$ cat src/design/spfm_regs.vh
// Constants for the sensor pin function multiplexer.
`ifndef SPFM_REGS_VH
`define SPFM_REGS_VH
`define SPFM_RST_MIN_NS 100
`define SPFM_CLK_NS 40
`define SPFM_RST_MIN_CYC (( `SPFM_RST_MIN_NS + `SPFM_CLK_NS - 1) / `SPFM_CLK_NS)
`define SPFM_PB_SEL_GPIO 2'h0
`define SPFM_PB_SEL_TIMER 2'h1
`define SPFM_PB_SEL_ANALOG 2'h2
`define SPFM_RST_PULSE_CYC 4'h1
`endif

$ cat src/design/spfm_pin_mux.v
// Pin function multiplexer for port A, port B and the reset pin.
//
// Function
// - With the serial interface enabled, client_serial_out drives port_a_bit3.
// - With the serial interface enabled, client_serial_in is taken from port_a_bit2.
// - With the serial interface enabled, port_a_bit1 is the serial clock from the host.
// - Port A pins 0 to 3 feed the matching keypad_wake_irq input bit.
// - A port A pulldown stays off unless that pin's wake capability is enabled.
// - Port B bit 0 selects GPIO, timer channel 0 or analog input three.
// - External reset starts only after the reset pin is low for 100 ns and then rises.
// - External reset sends the processor to its reset vector.
// - The reset pin is a debug-entry condition and has an internal pullup.
// - With the serial interface enabled, port_a_bit0 is the active-low chip select.
// - Port B bit 1 selects GPIO, timer channel 1 or analog input four.
`timescale 1ns/10ps
`include "spfm_regs.vh"
module spfm_pin_mux #(
   parameter RST_MIN_CYC = `SPFM_RST_MIN_CYC
) (
   input  wire       clk_sys,
   input  wire       reset_n,
   input  wire [3:0] pa_in,
   output wire [3:0] pa_out,
   output wire [3:0] pa_oe_n,
   output wire [3:0] pa_pulldown_en,
   input  wire [3:0] gpio_a_out,
   input  wire [3:0] gpio_a_dir_out,
   input  wire [3:0] gpio_a_pd_req,
   input  wire [3:0] wake_en,
   output wire [3:0] gpio_a_in,
   output wire [3:0] keypad_wake_irq,
   input  wire       spi_enable,
   input  wire       client_serial_out,
   input  wire       client_serial_oe,
   output wire       client_serial_in,
   output wire       spi_sclk,
   output wire       spi_cs_n,
   input  wire [1:0] pb_in,
   output wire [1:0] pb_out,
   output wire [1:0] pb_oe_n,
   output wire [1:0] pb_pullup_en,
   input  wire [1:0] pb0_sel,
   input  wire [1:0] pb1_sel,
   input  wire [1:0] gpio_b_out,
   input  wire [1:0] gpio_b_dir_out,
   input  wire [1:0] gpio_b_pu_req,
   input  wire [1:0] timer_ch_out,
   input  wire [1:0] timer_ch_oe,
   output wire [1:0] gpio_b_in,
   output wire [1:0] timer_ch_in,
   output wire       analog_input_three,
   output wire       analog_input_four,
   input  wire       rst_pin_in,
   output wire       rst_pin_pullup_en,
   input  wire       debug_req,
   output wire       ext_reset_pulse,
   output wire       fetch_reset_vector,
   output wire       background_debug_mode
);
   // Select codes at the width of the select ports.
   localparam [1:0] SEL_GPIO   = `SPFM_PB_SEL_GPIO;
   localparam [1:0] SEL_TIMER  = `SPFM_PB_SEL_TIMER;
   localparam [1:0] SEL_ANALOG = `SPFM_PB_SEL_ANALOG;

   // Minimum low run in clock samples, cut on purpose to the counter width.
   // The counter is eight bits wide, so a minimum above 255 samples cannot be expressed.
   localparam [7:0] MIN_LOW    = RST_MIN_CYC[7:0];

   // Reset pin recognition states, one-hot.
   localparam [2:0] ST_HIGH    = 3'h1;
   localparam [2:0] ST_LOW     = 3'h2;
   localparam [2:0] ST_ARMED   = 3'h4;

   // Recognition state, low-run counter and the registered outputs, each with its next value.
   reg  [2:0] state_q;
   reg  [2:0] state_d;
   reg  [7:0] low_cnt_q;
   reg  [7:0] low_cnt_d;
   reg        pulse_q;
   reg        pulse_d;
   reg        bdm_q;
   reg        bdm_d;

   // Decoded port B function per bit.
   wire [1:0] pb_is_gpio;
   wire [1:0] pb_is_timer;
   wire [1:0] pb_is_analog;

   // True when a select port carries the given code; shared by both port B bits.
   function sel_is;
      input [1:0] sel;
      input [1:0] code;
      begin
         sel_is = (sel == code);
      end
   endfunction

   // Port A bit 3 carries the serial output while the serial interface is enabled.
   // The serial unit owns the output enable then, so a deselected client can release the pin.
   assign pa_out[3]    = spi_enable ? client_serial_out : gpio_a_out[3];
   assign pa_oe_n[3]   = spi_enable ? ~client_serial_oe : ~gpio_a_dir_out[3];

   // Port A bits 0 to 2 are host-driven inputs while the serial interface is enabled.
   // Forcing them undriven avoids a fight with the host if software left them as outputs.
   assign pa_out[2:0]  = gpio_a_out[2:0];
   assign pa_oe_n[2:0] = spi_enable ? 3'h7 : ~gpio_a_dir_out[2:0];

   // Serial inputs. When disabled they idle at their inactive levels so the serial unit stays quiet.
   // A floating or toggling pin in GPIO use can then never look like a host transfer.
   assign client_serial_in = spi_enable ? pa_in[2] : 1'b0;
   assign spi_sclk         = spi_enable ? pa_in[1] : 1'b0;
   assign spi_cs_n         = spi_enable ? pa_in[0] : 1'b1;

   // General-purpose input always sees the pin, so software can read it in any mode.
   assign gpio_a_in        = pa_in;

   // Wake inputs follow the pins only where wake capability is enabled.
   assign keypad_wake_irq  = pa_in & wake_en;

   // Pulldowns are only allowed alongside wake capability; a stray request is ignored.
   assign pa_pulldown_en   = gpio_a_pd_req & wake_en;

   // Port B function decode, bit 0.
   assign pb_is_gpio[0]    = sel_is(pb0_sel, SEL_GPIO);
   assign pb_is_timer[0]   = sel_is(pb0_sel, SEL_TIMER);
   assign pb_is_analog[0]  = sel_is(pb0_sel, SEL_ANALOG);

   // Port B function decode, bit 1.
   assign pb_is_gpio[1]    = sel_is(pb1_sel, SEL_GPIO);
   assign pb_is_timer[1]   = sel_is(pb1_sel, SEL_TIMER);
   assign pb_is_analog[1]  = sel_is(pb1_sel, SEL_ANALOG);

   // Port B drive. The timer owns the pin in timer mode; otherwise GPIO data is offered.
   // Analog mode and the spare code keep the driver off so the pin is a pure input.
   assign pb_out[0]  = pb_is_timer[0] ? timer_ch_out[0] : gpio_b_out[0];
   assign pb_oe_n[0] = pb_is_timer[0] ? ~timer_ch_oe[0] : (pb_is_gpio[0] ? ~gpio_b_dir_out[0] : 1'b1);
   assign pb_out[1]  = pb_is_timer[1] ? timer_ch_out[1] : gpio_b_out[1];
   assign pb_oe_n[1] = pb_is_timer[1] ? ~timer_ch_oe[1] : (pb_is_gpio[1] ? ~gpio_b_dir_out[1] : 1'b1);

   // Pullup only in GPIO mode, so it never loads an analog input.
   assign pb_pullup_en[0] = pb_is_gpio[0] & gpio_b_pu_req[0];
   assign pb_pullup_en[1] = pb_is_gpio[1] & gpio_b_pu_req[1];

   // GPIO input always sees the pin; the timer and analog inputs are gated by their selects.
   // Gating keeps an unselected unit from seeing pin activity meant for another function.
   assign gpio_b_in          = pb_in;
   assign timer_ch_in[0]     = pb_is_timer[0] & pb_in[0];
   assign timer_ch_in[1]     = pb_is_timer[1] & pb_in[1];
   assign analog_input_three = pb_is_analog[0] & pb_in[0];
   assign analog_input_four  = pb_is_analog[1] & pb_in[1];

   // Reset pin is always pulled up so a floating pin reads inactive.
   assign rst_pin_pullup_en = 1'b1;

   // Reset pin recognition. Each clock sample of a low pin counts once; the run is long
   // enough once MIN_LOW samples were low, and the pulse follows the first high sample.
   // A shorter low run is dropped on release, so a glitch never resets the processor.
   // The pin is taken as synchronous, so no extra stage delays recognition.
   always @* begin
      state_d   = state_q;
      low_cnt_d = low_cnt_q;
      pulse_d   = 1'b0;
      bdm_d     = bdm_q;
      case (state_q)
         ST_HIGH: begin
            if (!rst_pin_in) begin
               low_cnt_d = 8'h01;
               if (low_cnt_d >= MIN_LOW) begin
                  state_d = ST_ARMED;
               end else begin
                  state_d = ST_LOW;
               end
            end
         end
         ST_LOW: begin
            if (rst_pin_in) begin
               // Released too early: the run is forgotten.
               state_d   = ST_HIGH;
               low_cnt_d = 8'h00;
            end else begin
               low_cnt_d = low_cnt_q + 8'h01;
               if (low_cnt_d >= MIN_LOW) begin
                  state_d = ST_ARMED;
               end
            end
         end
         ST_ARMED: begin
            // The counter stops here, so a pin held low for ever cannot wrap it.
            if (rst_pin_in) begin
               state_d   = ST_HIGH;
               low_cnt_d = 8'h00;
               pulse_d   = 1'b1;
               bdm_d     = debug_req;
            end
         end
         default: begin
            state_d   = ST_HIGH;
            low_cnt_d = 8'h00;
         end
      endcase
   end

   // Recognition registers. The debug level is kept until the next recognised reset or reset_n going low,
   // so the core can read it long after the one-cycle pulse has gone.
   always @(posedge clk_sys or negedge reset_n) begin
      if (!reset_n) begin
         state_q   <= ST_HIGH;
         low_cnt_q <= 8'h00;
         pulse_q   <= 1'b0;
         bdm_q     <= 1'b0;
      end else begin
         state_q   <= state_d;
         low_cnt_q <= low_cnt_d;
         pulse_q   <= pulse_d;
         bdm_q     <= bdm_d;
      end
   end

   // Reset and vector fetch share one pulse, so the core cannot see one without the other.
   assign ext_reset_pulse       = pulse_q;
   assign fetch_reset_vector    = pulse_q;
   assign background_debug_mode = bdm_q;
endmodule // spfm_pin_mux

$ cat config.mk
export PLATFORM = sky130hd
export DESIGN_NAME = spfm_pin_mux
export DESIGN_NICKNAME = d
export VERILOG_FILES = /design/src/design/spfm_pin_mux.v
export VERILOG_INCLUDE_DIRS = /design/src /design/src/design
export SDC_FILE = /design/constraint.sdc
export NUM_CORES = 1
export LEC_CHECK = 0
export BUFFER_PORTS_ARGS = -buffer_cell sky130_fd_sc_hd__buf_4
export CAP_MARGIN = 10
export CORE_AREA = 2 2 63 65
export CTS_BUF_LIST = sky130_fd_sc_hd__clkbuf_16
export CTS_CLUSTER_DIAMETER = 80
export DETAILED_ROUTE_END_ITERATION = 8
export DIE_AREA = 0 0 65 67
export SYNTH_ARGS = -nofsm -noshare
export SYNTH_HDL_FRONTEND = slang
export SYNTH_SLANG_ARGS = --single-unit
$ cat constraint.sdc
create_clock -name clk_sys -period 3.7 [get_ports clk_sys]
set_input_delay 0.555 -clock clk_sys [delete_from_list [all_inputs] [get_ports clk_sys]]
set_output_delay 0.555 -clock clk_sys [all_outputs]
set_load 0.01 [all_outputs]
==> flow_metrics.tcl <==
set metrics [dict create \
    die_y_um 67 \
    critPathMaxStageDelay_ns 0.35 \
    cp_max_fo 4 \
    r2r_setup_slack_ns 2.04 \
    synth_area_per_cell_sq_um 8.655 \
    clock_latency_ns 0.24 \
    via_count 1127 \
    cts_setup_buffers 0 \
    postSynth.asyncResetShare_pct 100.0 \
    fin_tns_setup_ns 0 \
    grt_pass1_wl_um 4809 \
    rsz0062_at_grt "no" \
    synth-edff-count 0 \
    dpl-instance-area_sq_um 1550 \
    first_pass_iters 2 \
    p_per_area_nw_per_um2 353.0 \
    layout_commonest_cell "buf_4" \
    fin_cells 232 \
    synth_fp_nets 166 \
    syn_inst 121 \
    finalSetupViolCount 0 \
    path_class "input port to output pin" \
    cp.arrival_ns 1.31 \
    cts_buffers 3 \
    fp.coreArea_sq_um 3606 \
    crit_required_ns 3.14 \
    p_leak_uw 0.0008253 \
    endpoint_kind "output pin" \
    status "complete, no violations" \
    path_clk_slew_ns 0.05 \
    drv_slew 0 \
    track_usage_pct 14.19 \
    dieWidth_um 65 \
    cts_sinks 13 \
    drv_cap 0 \
    antennaDiodeCount 0 \
    vias_per_cell 4.858 \
    worstPathCellList "buf_4 > nor2b_1 > mux2_2 > buf_4" \
    ir_drop_v 0.0001405 \
    max_freq_ghz 0.5349 \
    skew_ns 0.001377 \
    stdcell_area_sq_um 1629 \
    yosys_warnings 0 \
    dieArea_sq_um 4355 \
    dp.cells 228 \
    place.gp.congestion 0.7228 \
    grt_max_degree 14 \
    synth_area_sq_um 1047 \
    antenna_found_initial 0 \
    drc 0 \
    ys_types 39 \
    layout-drive-gt1-share_pct 47.28 \
    cp-start-kind "input port" \
    synth-main-ff-cell "dfrtp_1" \
    placementRows 22 \
    drt_wl_total_um 2846 \
    ant_nets 0 \
    period_minus_slack_ns 1.870 \
    yosys_register_bits 13 \
    hp-class "input port to async pin" \
    ios 82 \
    slowest_stage "mux2_2" \
    wl_per_cell_um 12.27 \
    syn2layout_area_growth_pct 55.56 \
    grt_pass1_vias 1170 \
    seq_area_frac_synth_pct 31.18 \
    hold_violations 0 \
    reg2reg_depth 4 \
    start_util_pct 29.04 \
    cts_tree "built" \
    io_buffer_count 74 \
    htree_num_levels 1 \
    clockBufferDepth 2 \
    crit_top_cell "buf_4" \
    drtIter0Drc 30 \
    num-nets-final 230 \
    cts_hold_buf 0 \
    overflow 0 \
    final_cell_mix "buf_4, and2_1, dfrtp_1, o21ai_1, nand2_1" \
    dp_hpwl_um 2358 \
    post-route-period-util_pct 50.53 \
    root_buffer "clkbuf_16" \
    cts_resized 0 \
]
## power breakdown
part | internal [uW] | total (uW) | switching, uW | leakage, uW
clock | 143 | 202 | 59.6 | 0.0000423
sequential | 166 | 198 | 31.8 | 0.000175
combinational | 96.9 | 175 | 77.9 | 0.000608
## Yosys cell counts (2+ instances only)
master	instances	area [sq um]
mux2i_1	3	30.03
buf_4	11	82.58
a21oi_1	4	20.02
or2_2	2	12.51
nor2_1	6	22.52
inv_1	2	7.510
o22ai_1	2	12.51
nor2b_1	2	12.51
ha_1	2	25.02
nand3_1	2	10.01
clkbuf_1	2	7.510
nor3b_1	2	15.01
dfrtp_1	12	300.3
xor2_1	3	26.28
nor3_1	3	15.01
o21ai_1	9	45.04
nand2b_1	7	43.79
and2_1	12	75.07
buf_6	2	22.52
nand2_1	8	30.03
mux2_2	4	45.04
and3_1	2	12.51
o31ai_1	3	22.52
## kinds of logic after synthesis
group / Yosys count / share of synthesized area, %
AO/OA/AOI/OAI: 25 / 15.05
XOR/XNOR: 4 / 3.346
multiplexers: 7 / 7.168
other: 1 / 0.3581
AND/OR/NAND/NOR: 52 / 29.03
adder cells (fa/ha/maj): 2 / 2.389
buffers and inverters: 17 / 11.47
flip-flops: 13 / 31.18
## path summary, 6_finish.rpt
path	from	to
max reg2reg	state_q[2]$_DFFE_PN0P_	state_q[2]$_DFFE_PN0P_
min	reset_n	low_cnt_q[0]$_DFFE_PN0P_
max in group asynchronous	reset_n	state_q[0]$_DFFE_PN1P_
min in group clk_sys	background_debug_mode$_DFFE_PN0P_	background_debug_mode$_DFFE_PN0P_
min reg2reg	background_debug_mode$_DFFE_PN0P_	background_debug_mode$_DFFE_PN0P_
max	pb1_sel[0]	pb_out[1]
## area by class of cell
| class | count | area [sq um] |
|---|---|---|
| timing repair buffer | 74 | 555.5 |
| sequential | 13 | 326.6 |
| clock buffer | 3 | 75.07 |
| inverter | 2 | 7.507 |
| clock inverter | 1 | 3.754 |
| tap | 48 | 60.06 |
| multi-input combinational | 91 | 600.6 |
| fill | 347 | 1977 |
## critical path, delay by kind of cell
family                 cells  cell delay, ns
buffers and inverters      2            0.24
and+or+nand+nor            1            0.16
muxes                      1            0.35
## metal layers
| metal | GRT usage [%] | wire length (um) | part of all wire [%] | vias to the layer above |
|---|---|---|---|---|
| met5 | 0 | 0 | 0 | - |
| met2 | 26.03 | 1409 | 50 | 56 |
| li1 | - | - | - | 539 |
| met4 | 5.851 | 38 | 1.3 | 0 |
| met3 | 5.574 | 320 | 11 | 4 |
| met1 | 14.27 | 1077 | 38 | 528 |
## registers in the layout, indices dropped and copies added, names as in the netlist
name                   flops
background_debug_mode      1
ext_reset_pulse            1
low_cnt_q                  8
state_q                    3
## metrics by stage
stage	util [%]	worst slack (ns)	power, uW	hold WS [ns]
after global placement	42.99	1.836	371.6	0.4101
after CTS	45.18	1.829	581.7	0.1545
after detailed placement	42.99	1.832	375.0	0.4099
final	45.18	1.830	575.1	0.1493
after global routing	45.18	1.788	612.3	0.1591
after floorplan	-	2.085	299.3	0.2594
Power figures use the tool's default switching activity.
